$ cat src/logic/drive_sup_pkg.sv
package drive_sup_pkg;

  localparam int VW      = 12;
  localparam int CW      = 16;
  localparam int GPIO_N  = 4;
  localparam int ENC_N   = 6;
  localparam int HALL_N  = 3;
  localparam int PHASE_N = 3;
  localparam int PWM_W   = 8;
  localparam int DUR_W   = 16;
  localparam int TICK_W  = 16;
  localparam int PIN_N   = GPIO_N + ENC_N + HALL_N + 1;

  // dump duration counts in units of this tick
  localparam int CLK_PERIOD_NS          = 25;
  localparam int DUMP_TICK_NS           = 1_000_000;
  localparam int DUMP_TICK_CYCLES_DEF   = DUMP_TICK_NS / CLK_PERIOD_NS;

  localparam logic [1:0] EV_ENABLED = 2'h0;
  localparam logic [1:0] EV_FAULT   = 2'h1;
  localparam logic [1:0] EV_BRAKE   = 2'h2;
  localparam logic [1:0] EV_DUMP    = 2'h3;

  typedef enum logic [1:0] {
    CMD_CURRENT  = 2'h0,
    CMD_VELOCITY = 2'h1,
    CMD_POSITION = 2'h2
  } cmd_mode_t;

  typedef enum logic [5:0] {
    S_LOAD      = 6'h01,
    S_PRECHARGE = 6'h02,
    S_READY     = 6'h04,
    S_ENABLED   = 6'h08,
    S_FAULTED   = 6'h10,
    S_DISCHARGE = 6'h20
  } sup_state_t;

  typedef struct packed {
    logic [VW-1:0]    dump_threshold;
    logic [PWM_W-1:0] dump_duty;
    logic [DUR_W-1:0] dump_duration;
    logic [VW-1:0]    precharge_threshold;
  } bus_cfg_t;

  typedef struct packed {
    logic [VW-1:0] overcurrent;
    logic [VW-1:0] overvoltage;
  } limits_t;

  typedef struct packed {
    logic overcurrent;
    logic overvoltage;
    logic external;
  } faults_t;

  typedef struct packed {
    logic [GPIO_N-1:0]       dir;
    logic [GPIO_N-1:0][1:0]  event_sel;
  } gpio_cfg_t;

endpackage

$ cat src/logic/pin_sync.sv
`timescale 1ns/1ps
module pin_sync #(
  parameter int W = 1
) (
  input  wire logic         core_clk,
  input  wire logic         reset,
  input  wire logic [W-1:0] pin_i,
  output logic      [W-1:0] pin_s
);

  typedef struct packed {
    logic [W-1:0] meta;
    logic [W-1:0] stable;
  } sync_state_t;

  sync_state_t st_q;
  sync_state_t st_d;

  always_comb begin
    st_d        = st_q;
    st_d.meta   = pin_i;
    st_d.stable = st_q.meta;
  end

  always_ff @(posedge core_clk) begin
    if (reset) begin
      st_q <= '0;
    end else begin
      st_q <= st_d;
    end
  end

  assign pin_s = st_q.stable;

endmodule

$ cat src/logic/drive_supervisor.sv
// How it works
// - The drive stays off until an enable command arrives in the ready state while no fault is active.
// - Once a fault has stopped the drive, enable is ignored until faults are gone and reset is sent.
// - The holding brake output is high while the brake is engaged and low to release it.
// - The bus dump output is raised when the bus voltage exceeds the programmed dump threshold.
// - While dumping, the output is pulsed at the programmed duty for the programmed duration.
// - The precharge output stays on at power-up until the bus reaches the precharge threshold.
// - During power-down the discharge output is raised to drain the bus capacitors.
// - Each general pin is set as input or output and maps to one selectable system event.
// - With encoder feedback deselected the six encoder lines serve as extra digital inputs.
// - With Hall feedback deselected the three Hall lines serve as digital inputs.
// - The analog input may be chosen as command source in current, velocity or position mode.
// - A phase current above the over-current limit stops the drive and latches a fault.
// - After logic power-up the stored limits are loaded into the active limits.
`timescale 1ns/1ps
module drive_supervisor
  import drive_sup_pkg::*;
#(
  parameter int unsigned TICK_CYCLES = DUMP_TICK_CYCLES_DEF
) (
  input  wire logic                         core_clk,
  input  wire logic                         reset,
  input  wire logic                         host_enable_cmd,
  input  wire logic                         host_disable_cmd,
  input  wire logic                         host_reset_cmd,
  input  wire logic                         external_fault,
  input  wire bus_cfg_t                     bus_cfg,
  input  wire limits_t                      stored_limits,
  input  wire logic [VW-1:0]                dc_link_voltage,
  input  wire logic [PHASE_N-1:0][VW-1:0]   phase_current,
  input  wire logic                         power_down_pin,
  input  wire gpio_cfg_t                    gpio_cfg,
  input  wire logic [GPIO_N-1:0]            gpio_pin_i,
  input  wire logic                         encoder_feedback_sel,
  input  wire logic [ENC_N-1:0]             encoder_pin_i,
  input  wire logic                         hall_feedback_sel,
  input  wire logic [HALL_N-1:0]            hall_pin_i,
  input  wire logic                         analog_cmd_select,
  input  wire cmd_mode_t                    cmd_mode_sel,
  input  wire logic [CW-1:0]                analog_cmd,
  input  wire logic [CW-1:0]                host_cmd,
  output logic                              drive_enable,
  output logic                              holding_brake_output,
  output logic                              bus_dump_command,
  output logic                              precharge_command,
  output logic                              discharge_command,
  output faults_t                           fault_status,
  output sup_state_t                        sup_state,
  output limits_t                           limits_active,
  output logic [GPIO_N-1:0]                 gpio_pin_o,
  output logic [GPIO_N-1:0]                 gpio_pin_oe,
  output logic [GPIO_N-1:0]                 gpio_in,
  output logic [ENC_N-1:0]                  aux_encoder_in,
  output logic [HALL_N-1:0]                 aux_hall_in,
  output logic [CW-1:0]                     cmd_value,
  output cmd_mode_t                         cmd_mode
);

  typedef struct packed {
    sup_state_t          state;
    faults_t             faults;
    limits_t             limits;
    logic                drive_en;
    logic                brake;
    logic                precharge;
    logic                discharge;
    logic                dump_active;
    logic                dump_spent;
    logic                dump_out;
    logic [PWM_W-1:0]    pwm_cnt;
    logic [DUR_W-1:0]    dur_cnt;
    logic [TICK_W-1:0]   tick_cnt;
    logic [GPIO_N-1:0]   gpio_o;
    logic [GPIO_N-1:0]   gpio_oe;
    logic [GPIO_N-1:0]   gpio_in;
    logic [ENC_N-1:0]    aux_enc;
    logic [HALL_N-1:0]   aux_hall;
    logic [CW-1:0]       cmd_value;
    cmd_mode_t           cmd_mode;
  } sup_reg_t;

  // brake engaged and precharge on from the first cycle
  localparam sup_reg_t ST_INIT = '{state: S_LOAD, brake: 1'b1, precharge: 1'b1,
                                   cmd_mode: CMD_CURRENT, default: '0};
  localparam logic [TICK_W-1:0] TICK_LAST = TICK_W'(TICK_CYCLES - 1);

  sup_reg_t st_q;
  sup_reg_t st_d;

  logic [PIN_N-1:0]  pins_s;
  logic [GPIO_N-1:0] gpio_s;
  logic [ENC_N-1:0]  enc_s;
  logic [HALL_N-1:0] hall_s;
  logic              power_down_s;
  logic              oc_now;
  logic              ov_now;
  logic              cond_any;
  logic              fault_any;
  logic              dump_over;
  logic              tick;
  logic [3:0]        events;

  pin_sync #(.W(PIN_N)) u_pin_sync (
    .core_clk (core_clk),
    .reset    (reset),
    .pin_i    ({gpio_pin_i, encoder_pin_i, hall_pin_i, power_down_pin}),
    .pin_s    (pins_s)
  );

  assign {gpio_s, enc_s, hall_s, power_down_s} = pins_s;

  always_comb begin
    st_d   = st_q;
    oc_now = 1'b0;
    for (int i = 0; i < PHASE_N; i++) begin
      if (phase_current[i] > st_q.limits.overcurrent) begin
        oc_now = 1'b1;
      end
    end
    ov_now    = dc_link_voltage > st_q.limits.overvoltage;
    cond_any  = oc_now | ov_now | external_fault;
    fault_any = cond_any | (|st_q.faults);
    tick      = (st_q.tick_cnt == TICK_LAST);
    dump_over = dc_link_voltage > bus_cfg.dump_threshold;

    st_d.tick_cnt = tick ? '0 : st_q.tick_cnt + 1'b1;

    // a live condition re-sets its flag even in the clearing cycle
    st_d.faults.overcurrent = oc_now | (st_q.faults.overcurrent & ~host_reset_cmd);
    st_d.faults.overvoltage = ov_now | (st_q.faults.overvoltage & ~host_reset_cmd);
    st_d.faults.external    = external_fault | (st_q.faults.external & ~host_reset_cmd);

    case (st_q.state)
      S_LOAD: begin
        st_d.limits = stored_limits;
        st_d.state  = S_PRECHARGE;
      end
      S_PRECHARGE: begin
        if (dc_link_voltage >= bus_cfg.precharge_threshold) begin
          st_d.state = S_READY;
        end
      end
      S_READY: begin
        if (host_enable_cmd && !fault_any) begin
          st_d.state = S_ENABLED;
        end
      end
      S_ENABLED: begin
        if (fault_any) begin
          st_d.state = S_FAULTED;
        end else if (host_disable_cmd) begin
          st_d.state = S_READY;
        end
      end
      S_FAULTED: begin
        // enable ignored here; only a reset with faults gone releases
        if (host_reset_cmd && !cond_any) begin
          st_d.state = S_READY;
        end
      end
      S_DISCHARGE: begin
        if (!power_down_s) begin
          st_d.state = S_PRECHARGE;
        end
      end
      default: begin
        st_d.state = S_LOAD;
      end
    endcase

    if (power_down_s && st_q.state != S_LOAD) begin
      st_d.state = S_DISCHARGE;
    end

    st_d.drive_en  = (st_d.state == S_ENABLED);
    st_d.brake     = ~st_d.drive_en;
    st_d.precharge = (st_d.state == S_PRECHARGE);
    st_d.discharge = (st_d.state == S_DISCHARGE);

    // spent flag stops a retrigger until the bus drops back
    if (!dump_over) begin
      st_d.dump_active = 1'b0;
      st_d.dump_spent  = 1'b0;
    end else if (!st_q.dump_active && !st_q.dump_spent) begin
      st_d.dump_active = 1'b1;
      st_d.pwm_cnt     = '0;
      st_d.dur_cnt     = '0;
    end else if (st_q.dump_active) begin
      st_d.pwm_cnt = st_q.pwm_cnt + 1'b1;
      if (tick) begin
        if (st_q.dur_cnt >= bus_cfg.dump_duration) begin
          st_d.dump_active = 1'b0;
          st_d.dump_spent  = 1'b1;
        end else begin
          st_d.dur_cnt = st_q.dur_cnt + 1'b1;
        end
      end
    end
    st_d.dump_out = st_d.dump_active && (st_d.pwm_cnt < bus_cfg.dump_duty);

    events[EV_ENABLED] = st_d.drive_en;
    events[EV_FAULT]   = (st_d.state == S_FAULTED);
    events[EV_BRAKE]   = st_d.brake;
    events[EV_DUMP]    = st_d.dump_out;
    for (int i = 0; i < GPIO_N; i++) begin
      st_d.gpio_oe[i] = gpio_cfg.dir[i];
      st_d.gpio_o[i]  = gpio_cfg.dir[i] & events[gpio_cfg.event_sel[i]];
    end
    st_d.gpio_in  = gpio_s & ~gpio_cfg.dir;
    st_d.aux_enc  = encoder_feedback_sel ? '0 : enc_s;
    st_d.aux_hall = hall_feedback_sel ? '0 : hall_s;

    st_d.cmd_value = analog_cmd_select ? analog_cmd : host_cmd;
    st_d.cmd_mode  = cmd_mode_sel;
  end

  always_ff @(posedge core_clk) begin
    if (reset) begin
      st_q <= ST_INIT;
    end else begin
      st_q <= st_d;
    end
  end

  assign drive_enable         = st_q.drive_en;
  assign holding_brake_output = st_q.brake;
  assign bus_dump_command     = st_q.dump_out;
  assign precharge_command    = st_q.precharge;
  assign discharge_command    = st_q.discharge;
  assign fault_status         = st_q.faults;
  assign sup_state            = st_q.state;
  assign limits_active        = st_q.limits;
  assign gpio_pin_o           = st_q.gpio_o;
  assign gpio_pin_oe          = st_q.gpio_oe;
  assign gpio_in              = st_q.gpio_in;
  assign aux_encoder_in       = st_q.aux_enc;
  assign aux_hall_in          = st_q.aux_hall;
  assign cmd_value            = st_q.cmd_value;
  assign cmd_mode             = st_q.cmd_mode;
endmodule

$ cat config.mk
export PLATFORM = sky130hd
export DESIGN_NAME = drive_supervisor
export DESIGN_NICKNAME = d
export VERILOG_FILES = /design/src/logic/drive_sup_pkg.sv /design/src/logic/pin_sync.sv /design/src/logic/drive_supervisor.sv
export SDC_FILE = /design/constraint.sdc
export NUM_CORES = 1
export LEC_CHECK = 0
export BUFFER_PORTS_ARGS = -buffer_cell sky130_fd_sc_hd__buf_2
export CORE_MARGIN = 3
export CORE_UTILIZATION = 52
export CTS_CLUSTER_SIZE = 40
export DETAILED_ROUTE_END_ITERATION = 16
export GPL_TIMING_DRIVEN = 0
export PLACE_DENSITY = 0.92
export RECOVER_POWER = 100
export SKIP_CTS_REPAIR_TIMING = 1
export SLEW_MARGIN = 0
export SYNTH_ARGS = -nofsm -noshare
export SYNTH_HDL_FRONTEND = slang
export SYNTH_HIERARCHICAL = 1
export SYNTH_SLANG_ARGS = --single-unit
export TNS_END_PERCENT = 30
$ cat constraint.sdc
create_clock -name core_clk -period 4.7 [get_ports core_clk]
set_clock_uncertainty 0.1 [all_clocks]
set_input_delay 0.94 -clock core_clk [delete_from_list [all_inputs] [get_ports core_clk]]
set_output_delay 0.94 -clock core_clk [all_outputs]
set_load 0.03 [all_outputs]
==> qor.json, run 1 <==
{
  "outcome": "complete, no violations",
  "max-clock-path-buffers": 2,
  "routabilityCongestion": 0.890,
  "synth.largest_area_cell": "sky130_fd_sc_hd__dfxtp_1",
  "synth_enable_flop_cells": 0,
  "most_common_cell_on_crit_path": "sky130_fd_sc_hd__o21a_1",
  "cts.clk_slew.worst_paths_ps": 70,
  "critical-path-slowest-cell": "sky130_fd_sc_hd__or4b_1",
  "grt_setup_unrepaired": "no",
  "io_buffer_count": 264,
  "cts_tree": "yes",
  "start_util_pct": 53.4,
  "die-width_um": 134,
  "synth-warning-count": 6,
  "core_util_final_pct": 66.3,
  "timing.hold.ws_ps": 328,
  "most_frequent_cells_in_the_layout": "186 x sky130_fd_sc_hd__buf_2, 147 x sky130_fd_sc_hd__dfxtp_1, 102 x sky130_fd_sc_hd__clkbuf_1, 98 x sky130_fd_sc_hd__ha_1, 88 x sky130_fd_sc_hd__inv_1",
  "setup-tns-final_ps": 0,
  "grt_start_max_net_pins": 19,
  "slew_violations": 0,
  "cts-root-buf": "sky130_fd_sc_hd__clkbuf_16",
  "final_nets": 1562,
  "avgViaCountPerCell": 5.12,
  "route.final.wire_length_um": 22800,
  "cts_inserted_buffers": 17,
  "layout.cells.non_filler": 1504,
  "ys_types": 68,
  "timing.max_slew.rel_slack_pct": 34.8,
  "layout_min_cycle_time_ps": 4490,
  "numPlacedInstances": 1472,
  "hold_path_class": "reg2reg",
  "crit_path_cell_trace": "buf_2 > ha_1 > nor2b_1 > o21a_1 > o21a_1 > o21a_1 > o21a_2 > clkbuf_4 > nand3_1 > xor2_1 > nor2_1 > ha_1 > and4_1 > nand2_1 > o211ai_1 > a2111oi_0 > or4b_1 > o211a_1",
  "synth_seq_cells": 147,
  "antenna_cells_inserted": 0,
  "design.die.area_um2": 18000,
  "ioPinCount": 266,
  "leakage_nw": 5.08,
  "timing.hold.worst.start": "u_pin_sync/pin_s[8]",
  "synthesis.nets": 1279,
  "drive_gt1_share_pct": 25.1,
  "synth_top_cell_area_share_pct": 34.5,
  "worst_ep_arrival_time_ps": 4700,
  "drtPass1Iterations": 5,
  "cts_sinks": 147,
  "finalSetupViolations": 0,
  "timing.critical_path.from": "dc_link_voltage[1]",
  "synth_seq_area_share_pct": 34.5,
  "drt_iter0_drc": 370,
  "ys_top_cells_by_area": "sky130_fd_sc_hd__dfxtp_1 34%, sky130_fd_sc_hd__ha_1 14%, sky130_fd_sc_hd__buf_4 6.5%, sky130_fd_sc_hd__a21oi_1 4.9%, sky130_fd_sc_hd__inv_1 3.9%",
  "achievable-frequency_mhz": 223,
  "drt-wirelength-per-cell_um": 15.1,
  "setup.worst_path.class": "in2reg",
  "worst-slew-pin-transition_ps": 969,
  "overflow_left_after_global_routing": 0,
  "grt_use_total_pct": 24.5,
  "ctsHtreeMaxLevel": 4,
  "worst_r2r_startpoint": "st_q[81]",
  "timing.final.crit_share_pct": 95.5,
  "max_stage_delay_ps": 500,
  "place_area_um2": 10100,
  "std_cell_rows": 46,
  "timing_hold_violations_final": 0,
  "syn-mean-instance-area_um2": 8.61,
  "grt_pass1_wl_um": 35500,
  "timing.final.ws_setup_ps": 210,
  "crit_path_max_fanout": 10,
  "critical_path.startpoint_type": "primary input",
  "powerDensity_nw_per_um2": 338,
  "clkLatencyLatePin_ps": 420,
  "irDropWorstVdd_uv": 316,
  "layout_commonest_cell": "sky130_fd_sc_hd__buf_2",
  "detailed_place_hpwl_um": 18200,
  "route.antenna.remaining_nets": 0,
  "drc": 0,
  "synth.cell_area_um2": 8540,
  "finalPower_mw": 3.58,
  "layout.cell_area.non_filler_um2": 10600,
  "vias_in_the_first_global_route": 7454,
  "max_cap_violations": 0,
  "required_ps": 4910,
  "ys_async_sr_fraction_pct": 0,
  "floorplan.die.height_um": 134,
  "worstSetupEndpointType": "flip-flop",
  "syn2layout_area_growth_pct": 24.3,
  "netlist_instances": 992,
  "pre_cts_slack_ps": -311,
  "routed-via-count": 7703,
  "synthFlopType": "sky130_fd_sc_hd__dfxtp_1",
  "initial_antenna_violation_count": 0,
  "core_um2": 16000
}
registers in the layout (all words and copies together), names as in the netlist:
signal / cells
aux_encoder_in: 6
aux_hall_in: 3
bus_dump_command: 1
cmd_mode: 2
cmd_value: 16
discharge_command: 1
drive_enable: 1
fault_status: 3
gpio_in: 4
gpio_pin_o: 4
gpio_pin_oe: 4
holding_brake_output: 1
limits_active: 24
precharge_command: 1
st_q: 42
sup_state: 6
u_pin_sync/pin_s: 14
u_pin_sync/st_d: 14
worst max-delay path, delay by kind of cell:
kind	cells	cell delay, ps
buffers and inverters	2	320
and+or+nand+nor	6	1100
xor gates and xnor gates	1	220
adders and majority gates	2	590
AOI/OAI and AO/OA	7	1510
worst paths after layout:
path / endpoint / slack (ps) / depth (start not counted)
max: gpio_pin_o[1] / 210 / 18
max reg2reg: gpio_pin_o[1] / 1300 / 12
min reg2reg: aux_encoder_in[4] / 330 / 1
min: aux_encoder_in[4] / 330 / 1
Yosys cell counts, types with 10 or more instances:
cell type and count:
sky130_fd_sc_hd__a21o_1 19, sky130_fd_sc_hd__a21oi_1 84, sky130_fd_sc_hd__and2_1 11, sky130_fd_sc_hd__buf_4 74
sky130_fd_sc_hd__clkbuf_1 17, sky130_fd_sc_hd__dfxtp_1 147, sky130_fd_sc_hd__ha_1 98, sky130_fd_sc_hd__inv_1 88
sky130_fd_sc_hd__mux2i_1 16, sky130_fd_sc_hd__nand2_1 79, sky130_fd_sc_hd__nand3_1 23, sky130_fd_sc_hd__nand4_1 20
sky130_fd_sc_hd__nor2_1 73, sky130_fd_sc_hd__nor2b_1 40, sky130_fd_sc_hd__nor3_1 10, sky130_fd_sc_hd__o211ai_1 11
sky130_fd_sc_hd__o21ai_0 27, sky130_fd_sc_hd__or3_1 10, sky130_fd_sc_hd__xnor2_1 13, sky130_fd_sc_hd__xor2_1 14
cells by family after synthesis:
logic type	share of synthesized area [%]
AO/OA/AOI/OAI	14.6
XOR/XNOR	2.77
adder cells (fa/ha/maj)	14.4
buffers and inverters	11.9
flip-flops	34.5
multiplexers	1.88
AND/OR/NAND/NOR	20.1
routing by layer:
metal | GRT usage [%] | wire length (um)
met1 | 29.5 | 9590
met2 | 43.6 | 11400
met3 | 5.70 | 1410
met4 | 7.18 | 359
met5 | 0 | 0
report_power, final:
| part | total [mW] | leakage [nW] | internal [mW] | switching (mW) |
|---|---|---|---|---|
| combinational | 0.870 | 3.58 | 0.345 | 0.526 |
| clock | 1.34 | 0.290 | 0.721 | 0.622 |
| sequential | 1.37 | 1.21 | 1.32 | 0.0500 |
cell type report:
| cell class | instances | area, um2 |
|---|---|---|
| multi-input combinational | 656 | 4570 |
| sequential | 147 | 2940 |
| tap | 216 | 270 |
| timing repair buffer | 264 | 1220 |
| inverter | 88 | 330 |
| clock inverter | 15 | 186 |
| buffer | 101 | 669 |
| clock buffer | 17 | 425 |
| fill | 1383 | 5390 |
Power figures use the tool's default switching activity.
==> inputs of run 2 (changes only) <==
--- a/config.mk
+++ b/config.mk
@@ -5,14 +5,15 @@
 export SDC_FILE = /design/constraint.sdc
 export NUM_CORES = 1
 export LEC_CHECK = 0
-export BUFFER_PORTS_ARGS = -buffer_cell sky130_fd_sc_hd__buf_2
 export CORE_MARGIN = 3
-export CORE_UTILIZATION = 52
+export CORE_UTILIZATION = 55
 export CTS_CLUSTER_SIZE = 40
 export DETAILED_ROUTE_END_ITERATION = 16
+export DONT_BUFFER_PORTS = 1
 export GPL_TIMING_DRIVEN = 0
-export PLACE_DENSITY = 0.92
+export PLACE_DENSITY = 0.81
 export RECOVER_POWER = 100
+export REMOVE_ABC_BUFFERS = 1
 export SKIP_CTS_REPAIR_TIMING = 1
 export SLEW_MARGIN = 0
 export SYNTH_ARGS = -nofsm -noshare
==> qor.json, run 2 (synthesis results as in run 1) <==
{
  "outcome": "complete, no violations",
  "drive_gt1_share": {"value": 5.63, "unit": "%", "change": "-19 points"},
  "clock_share_of_power": {"value": 40.4, "unit": "%", "change": "+2.9 points"},
  "p_comb_share": {"value": 14.9, "unit": "%", "change": "-9.4 points"},
  "leakage": {"value": 3.81, "unit": "nW", "change": "-25%"},
  "max-clock-path-buffers": {"value": 2, "change": "unchanged"},
  "reg2reg_to": "gpio_pin_o[3]",
  "std_cell_rows": {"value": 44, "change": "-4.3%"},
  "final_nets": {"value": 1197, "change": "-23%"},
  "cts_sinks": {"value": 147, "change": "unchanged"},
  "timing.final.crit_share": {"value": 91.6, "unit": "%", "change": "-3.9 points"},
  "worstSetupEndpointType": "flip-flop",
  "routabilityCongestion": {"value": 0.833, "change": "-6.4%"},
  "multi_input_comb_area": {"value": 4530, "unit": "um2", "change": "-0.69%"},
  "worstHoldPathCells": {"value": 1, "change": "unchanged"},
  "core_util_final": {"value": 58.1, "unit": "%", "change": "-8.3 points"},
  "grt_start_max_net_pins": {"value": 102, "change": "+83"},
  "layout.area.seq": {"value": 2940, "unit": "um2", "change": "unchanged"},
  "cts.clk_slew.worst_paths": {"value": 60, "unit": "ps", "change": "about the same"},
  "grt_use_total": {"value": 22.8, "unit": "%", "change": "-1.6 points"},
  "powerDensity": {"value": 387, "unit": "nW/um2", "change": "+15%"},
  "timing.hold.worst_endpoint": "aux_encoder_in[0]",
  "routed-via-count": {"value": 6330, "change": "-18%"},
  "worst-slew-pin-transition": {"value": 1200, "unit": "ps", "change": "+230 ps"},
  "critical_path.startpoint_type": "primary input",
  "grt_setup_unrepaired": "no",
  "clkLatencyLatePin": {"value": 420, "unit": "ps", "change": "about the same"},
  "ioPinCount": {"value": 266, "change": "unchanged"},
  "design.die.area": {"value": 17100, "unit": "um2", "change": "-5.2%"},
  "grt_pass1_wl": {"value": 30300, "unit": "um", "change": "-15%"},
  "pre_cts_slack": {"value": -103, "unit": "ps", "change": "+208 ps"},
  "max_stage_delay": {"value": 700, "unit": "ps", "change": "+200 ps"},
  "timing.hold.worst.start": "u_pin_sync/pin_s[4]",
  "ctsHtreeMaxLevel": {"value": 4, "change": "unchanged"},
  "finalSetupViolations": {"value": 0, "change": "unchanged"},
  "drtPass1Iterations": {"value": 4, "change": "-1"},
  "start_util": {"value": 57.4, "unit": "%", "change": "+4.1 points"},
  "vias_in_the_first_global_route": {"value": 6260, "change": "-16%"},
  "io_buffer_count": {"value": 0, "change": "-100%"},
  "largest_register": "st_q",
  "path_buf_inv": {"value": 1, "change": "-1"},
  "switching_share": {"value": 32.1, "unit": "%", "change": "-1.4 points"},
  "most_frequent_cells_in_the_layout": "147 x sky130_fd_sc_hd__dfxtp_1, 98 x sky130_fd_sc_hd__ha_1, 88 x sky130_fd_sc_hd__inv_1, 84 x sky130_fd_sc_hd__a21oi_1, 79 x sky130_fd_sc_hd__nand2_1",
  "crit_path_cell_trace": "inv_1 > ha_1 > a21o_1 > a21o_1 > a21oi_1 > o21ai_1 > o221ai_1 > nand2_1 > o21ai_0 > ha_1 > and4_1 > nand2_1 > o211ai_1 > a2111oi_0 > or4b_1 > o211a_1",
  "drt-wirelength-per-cell": {"value": 17.8, "unit": "um", "change": "+18%"},
  "avgViaCountPerCell": {"value": 5.71, "change": "+12%"},
  "netSwitchingPower": {"value": 1.07, "unit": "mW", "change": "-11%"},
  "hold_path_class": "reg2reg",
  "internal_power": {"value": 2.27, "unit": "mW", "change": "-4.7%"},
  "place_area": {"value": 8090, "unit": "um2", "change": "-20%"},
  "drc": {"value": 0, "change": "unchanged"},
  "part_of_the_total_power_dissipated_in_sequential_elements": {"value": 44.7, "unit": "%", "change": "+6.5 points"},
  "largest_register_ff_count": {"value": 42, "change": "unchanged"},
  "cts_inserted_buffers": {"value": 17, "change": "unchanged"},
  "timing.final.ws_setup": {"value": 395, "unit": "ps", "change": "+186 ps"},
  "achievable-frequency": {"value": 232, "unit": "MHz", "change": "+4.3%"},
  "worst_path_dominant_cell_family": "compound AO/OA/AOI/OAI gates",
  "timing_hold_violations_final": {"value": 0, "change": "unchanged"},
  "initial_antenna_violation_count": {"value": 1, "change": "+1"},
  "reg2reg_slack": {"value": 1080, "unit": "ps", "change": "-220 ps"},
  "timing.max_slew.rel_slack": {"value": 20.1, "unit": "%", "change": "-15 points"},
  "route.final.wire_length": {"value": 19700, "unit": "um", "change": "-13%"},
  "irDropWorstVdd": {"value": 280, "unit": "uV", "change": "-11%"},
  "core": {"value": 14900, "unit": "um2", "change": "-7.1%"},
  "slew_violations": {"value": 0, "change": "unchanged"},
  "worst_ep_arrival_time": {"value": 4490, "unit": "ps", "change": "-210 ps"},
  "required": {"value": 4890, "unit": "ps", "change": "-20 ps"},
  "overflow_left_after_global_routing": {"value": 0, "change": "unchanged"},
  "route.antenna.remaining_nets": {"value": 0, "change": "unchanged"},
  "cts-root-buf": "sky130_fd_sc_hd__clkbuf_16",
  "syn2layout_area_growth_pct": 1.08,
  "nFillCells": {"value": 1329, "change": "-3.9%"},
  "max_cap_violations": {"value": 0, "change": "unchanged"},
  "layout.cell_area.non_filler": {"value": 8630, "unit": "um2", "change": "-19%"},
  "layout_commonest_cell": "sky130_fd_sc_hd__dfxtp_1",
  "worst_r2r_startpoint": "sup_state[2]",
  "reg2reg_depth": {"value": 7, "change": "-5"},
  "number_of_logic_stages_on_the_critical_path_including_buffering": {"value": 16, "change": "-2"},
  "detailed_place_hpwl": {"value": 15200, "unit": "um", "change": "-16%"},
  "floorplan.die.height": {"value": 131, "unit": "um", "change": "-2.6%"},
  "setup.worst_path.class": "in2reg",
  "crit_path_max_fanout": {"value": 11, "change": "+1"},
  "die-width": {"value": 131, "unit": "um", "change": "-2.6%"},
  "drt_iter0_drc": {"value": 267, "change": "-28%"},
  "layout_min_cycle_time": {"value": 4300, "unit": "ps", "change": "-186 ps"},
  "cts_tree": "yes",
  "critical-path-slowest-cell": "sky130_fd_sc_hd__o221ai_1"
}
[run 2: cell count changes in the layout (fill, tap and decap cells not counted), sizes merged]
cell / before / now
buf: 262 / 0
clkbuf: 120 / 18
inv: 94 / 96
diode: 0 / 1
clkinv: 7 / 5
bufinv: 0 / 1
clkinvlp: 2 / 0
[run 2: layout make-up]
type	instances	area share [%]
antenna	1	0.0290
clock buffer	18	4.97
clock inverter	14	1.88
inverter	88	3.83
multi-input combinational	656	52.5
sequential	147	34.1
tap	184	2.67
[run 2: worst max path at each step]
stage / startpoint / to / slack (ps)
after floorplan: bus_cfg[37] / gpio_pin_o[0] / 480
after global placement: bus_cfg[45] / gpio_pin_o[3] / -60
after detailed placement: bus_cfg[45] / gpio_pin_o[3] / -100
after CTS: bus_cfg[45] / gpio_pin_o[3] / 320
after global routing: bus_cfg[45] / gpio_pin_o[3] / 40
final: bus_cfg[45] / gpio_pin_o[3] / 400
[run 2: per-layer routing]
| layer | GRT usage [%] | vias to the layer above | share of wire, % | wire length, um |
|---|---|---|---|---|
| li1 | - | 3181 | - | - |
| met1 | 24.0 | 2876 | 39 | 7620 |
| met2 | 40.5 | 251 | 49 | 9750 |
| met3 | 10.2 | 22 | 10 | 2010 |
| met4 | 8.11 | 0 | 1.9 | 368 |
| met5 | 0 | - | 0 | 0 |
[run 2: through the flow]
stage	TNS (ps)	hold WS (ps)	power, mW	instances
after floorplan	0	306	1.88	891
after global placement	-108	308	2.00	1075
after detailed placement	-297	315	2.02	1075
after CTS	0	339	3.37	1107
after global routing	0	348	3.52	1108
final	0	334	3.34	1108
[run 2: power by group through the flow]
stage | logic (mW) | clock network [mW] | registers, mW
after global routing | 0.572 | 1.44 | 1.51
after global placement | 0.478 | 0 | 1.52
after detailed placement | 0.501 | 0 | 1.52
after CTS | 0.501 | 1.38 | 1.50
final | 0.498 | 1.35 | 1.50
after floorplan | 0.380 | 0 | 1.50
[run 2: worst reg2reg max path: stages, from the launching register on]
cell                      delay, ps
sky130_fd_sc_hd__dfxtp_1        530
sky130_fd_sc_hd__nor3_1         450
sky130_fd_sc_hd__and3_1        1030
sky130_fd_sc_hd__a31oi_1        400
sky130_fd_sc_hd__nor3_1         260
sky130_fd_sc_hd__and3_1         380
sky130_fd_sc_hd__xnor2_1        100
sky130_fd_sc_hd__o211a_1        250
==> inputs of run 3 (changes only) <==
--- a/config.mk
+++ b/config.mk
@@ -13,7 +13,6 @@
 export GPL_TIMING_DRIVEN = 0
 export PLACE_DENSITY = 0.81
 export RECOVER_POWER = 100
-export REMOVE_ABC_BUFFERS = 1
 export SKIP_CTS_REPAIR_TIMING = 1
 export SLEW_MARGIN = 0
 export SYNTH_ARGS = -nofsm -noshare
==> qor.json, run 3 (synthesis results as in run 1) <==
{
  "grt_pass1_wl": {"value": 30700, "unit": "um", "change": "+1.3%"},
  "cts_inserted_buffers": {"value": 17, "change": "unchanged"},
  "drtPass1Iterations": {"value": 5, "change": "+1"},
  "ioPinCount": {"value": 266, "change": "unchanged"},
  "timing.final.ws_setup": {"value": 278, "unit": "ps", "change": "-117 ps"},
  "drc": {"value": 0, "change": "unchanged"},
  "drt-wirelength-per-cell": {"value": 16.9, "unit": "um", "change": "-5.2%"},
  "cts.clk_slew.worst_paths": {"value": 70, "unit": "ps", "change": "about the same"},
  "worst_ep_arrival_time": {"value": 4640, "unit": "ps", "change": "+150 ps"},
  "vias_in_the_first_global_route": {"value": 6260, "change": "unchanged"},
  "nFillCells": {"value": 1355, "change": "+2.0%"},
  "ctsHtreeMaxLevel": {"value": 4, "change": "unchanged"},
  "required": {"value": 4910, "unit": "ps", "change": "+20 ps"},
  "cts_sinks": {"value": 147, "change": "unchanged"},
  "routed-via-count": {"value": 6697, "change": "+5.8%"},
  "clkLatencyLatePin": {"value": 420, "unit": "ps", "change": "about the same"},
  "finalSetupViolations": {"value": 0, "change": "unchanged"},
  "powerDensity": {"value": 381, "unit": "nW/um2", "change": "-1.5%"},
  "io_buffer_count": {"value": 0, "change": "unchanged"},
  "place_area": {"value": 8770, "unit": "um2", "change": "+8.5%"},
  "timing.max_slew.rel_slack": {"value": 40.9, "unit": "%", "change": "+21 points"},
  "worst-slew-pin-transition": {"value": 881, "unit": "ps", "change": "-318 ps"},
  "floorplan.die.height": {"value": 131, "unit": "um", "change": "unchanged"},
  "grt_start_max_net_pins": {"value": 19, "change": "-81%"},
  "layout_min_cycle_time": {"value": 4420, "unit": "ps", "change": "+117 ps"},
  "initial_antenna_violation_count": {"value": 0, "change": "-1"},
  "most_frequent_cells_in_the_layout": "147 x sky130_fd_sc_hd__dfxtp_1, 98 x sky130_fd_sc_hd__ha_1, 95 x sky130_fd_sc_hd__clkbuf_1, 88 x sky130_fd_sc_hd__inv_1, 84 x sky130_fd_sc_hd__a21oi_1",
  "finalPower": {"value": 3.47, "unit": "mW", "change": "+3.7%"},
  "design.die.area": {"value": 17100, "unit": "um2", "change": "unchanged"},
  "reg2reg_depth": {"value": 11, "change": "+4"},
  "cts-root-buf": "sky130_fd_sc_hd__clkbuf_16",
  "routabilityCongestion": {"value": 0.835, "change": "+0.26%"},
  "syn2layout_area_growth_pct": 6.43,
  "timing.final.crit_share": {"value": 94.1, "unit": "%", "change": "+2.5 points"},
  "hold_path_class": "reg2reg",
  "timing_hold_violations_final": {"value": 0, "change": "unchanged"},
  "core_util_final": {"value": 61.1, "unit": "%", "change": "+3.1 points"},
  "setup-tns-final": {"value": 0, "unit": "ps", "change": "unchanged"},
  "achievable-frequency": {"value": 226, "unit": "MHz", "change": "-2.6%"},
  "critical_path.startpoint_type": "primary input",
  "worst_r2r_startpoint": "st_q[81]",
  "std_cell_rows": {"value": 44, "change": "unchanged"},
  "endpoint": "gpio_pin_o[3]",
  "worstSetupEndpointType": "flip-flop",
  "drt_iter0_drc": {"value": 276, "change": "+3.4%"},
  "layout_commonest_cell": "sky130_fd_sc_hd__dfxtp_1",
  "avgViaCountPerCell": {"value": 5.54, "change": "-3.0%"},
  "timing.hold.ws": {"value": 329, "unit": "ps", "change": "-5.32 ps"},
  "timing.critical_path.from": "bus_cfg[37]",
  "largest_register": "st_q",
  "irDropWorstVdd": {"value": 328, "unit": "uV", "change": "+17%"},
  "grt_use_total": {"value": 22.9, "unit": "%", "change": "+0.10 points"},
  "crit_path_max_fanout": {"value": 10, "change": "-1"},
  "cts_tree": "yes",
  "max-clock-path-buffers": {"value": 2, "change": "unchanged"},
  "reg2reg_to": "gpio_pin_o[3]",
  "multi_input_comb_area": {"value": 4560, "unit": "um2", "change": "+0.47%"},
  "core": {"value": 14900, "unit": "um2", "change": "unchanged"},
  "overflow_left_after_global_routing": {"value": 0, "change": "unchanged"},
  "layout.area.seq": {"value": 2940, "unit": "um2", "change": "unchanged"},
  "drive_gt1_share": {"value": 6.15, "unit": "%", "change": "+0.52 points"},
  "grt_setup_unrepaired": "no",
  "die-width": {"value": 131, "unit": "um", "change": "unchanged"},
  "reg2reg_slack": {"value": 1210, "unit": "ps", "change": "+130 ps"},
  "antenna_cells_inserted": {"value": 0, "change": "-1"},
  "detailed_place_hpwl": {"value": 16700, "unit": "um", "change": "+10%"},
  "max_cap_violations": {"value": 0, "change": "unchanged"},
  "final_nets": {"value": 1298, "change": "+8.4%"},
  "numPlacedInstances": {"value": 1176, "change": "+9.4%"},
  "start_util": {"value": 57.4, "unit": "%", "change": "unchanged"},
  "layout.cell_area.non_filler": {"value": 9090, "unit": "um2", "change": "+5.3%"},
  "route.antenna.remaining_nets": {"value": 0, "change": "unchanged"},
  "largest_register_ff_count": {"value": 42, "change": "unchanged"},
  "slew_violations": {"value": 0, "change": "unchanged"},
  "outcome": "complete, no violations",
  "setup.worst_path.class": "in2reg",
  "route.final.wire_length": {"value": 20400, "unit": "um", "change": "+3.3%"},
  "layout.cells.non_filler": {"value": 1208, "change": "+9.0%"},
  "leakage": {"value": 3.98, "unit": "nW", "change": "+4.3%"},
  "pre_cts_slack": {"value": -248, "unit": "ps", "change": "-145 ps"}
}
==> run 3: cell types whose count changed in the layout (fill, tap and decap cells not counted), moves of 2 or more <==
cell                       previous run  this run
sky130_fd_sc_hd__clkbuf_1             1        95
sky130_fd_sc_hd__inv_6                5         1
sky130_fd_sc_hd__inv_8                3         7
sky130_fd_sc_hd__clkinv_8             2         5
sky130_fd_sc_hd__and2_0               4         6
sky130_fd_sc_hd__and2_1               7         5
sky130_fd_sc_hd__buf_4                0         2
sky130_fd_sc_hd__or2_0                2         0
sky130_fd_sc_hd__or2_2                1         3
==> run 3: final cells by class <==
| type | count | share of cell area [%] |
|---|---|---|
| clock buffer | 17 | 4.68 |
| multi-input combinational | 656 | 50.1 |
| sequential | 147 | 32.4 |
| buffer | 101 | 4.36 |
| inverter | 88 | 3.63 |
| tap | 184 | 2.53 |
| clock inverter | 15 | 2.29 |
==> run 3: worst min path at each step <==
stage,end,cells past startpoint,startpoint
after CTS,aux_encoder_in[2],1,u_pin_sync/pin_s[6]
after floorplan,aux_encoder_in[0],1,u_pin_sync/pin_s[4]
after global routing,aux_encoder_in[2],1,u_pin_sync/pin_s[6]
after global placement,aux_encoder_in[2],1,u_pin_sync/pin_s[6]
final,aux_encoder_in[2],1,u_pin_sync/pin_s[6]
after detailed placement,aux_encoder_in[1],1,u_pin_sync/pin_s[5]
==> run 3: worst max-delay path: stages <==
cell and delay (ps):
sky130_fd_sc_hd__inv_1 20, sky130_fd_sc_hd__ha_1 280, sky130_fd_sc_hd__nor2b_1 130, sky130_fd_sc_hd__o21a_1 170, sky130_fd_sc_hd__o21a_1 160, sky130_fd_sc_hd__o21a_1 220, sky130_fd_sc_hd__o21a_1 260, sky130_fd_sc_hd__clkbuf_2 220
sky130_fd_sc_hd__nand3_1 140, sky130_fd_sc_hd__xor2_1 200, sky130_fd_sc_hd__nor2_1 70, sky130_fd_sc_hd__ha_1 300, sky130_fd_sc_hd__and4_1 210, sky130_fd_sc_hd__nand2_1 60, sky130_fd_sc_hd__o211ai_1 450, sky130_fd_sc_hd__a2111oi_0 140
sky130_fd_sc_hd__or4b_1 540, sky130_fd_sc_hd__o211a_1 130
==> run 3: power by group <==
group | switching [mW] | total, mW | internal, mW | leakage (nW)
Sequential | 0.0574 | 1.38 | 1.32 | 1.21
Clock | 0.626 | 1.40 | 0.778 | 0.309
Combinational | 0.458 | 0.688 | 0.230 | 2.46
==> run 3: per-layer routing <==
metal,track usage [%],vias to the layer above,routed length (um)
li1,-,3388,-
met1,28.0,3080,8590
met2,39.7,204,9980
met3,6.18,25,1480
met4,6.59,0,343
met5,0,-,0
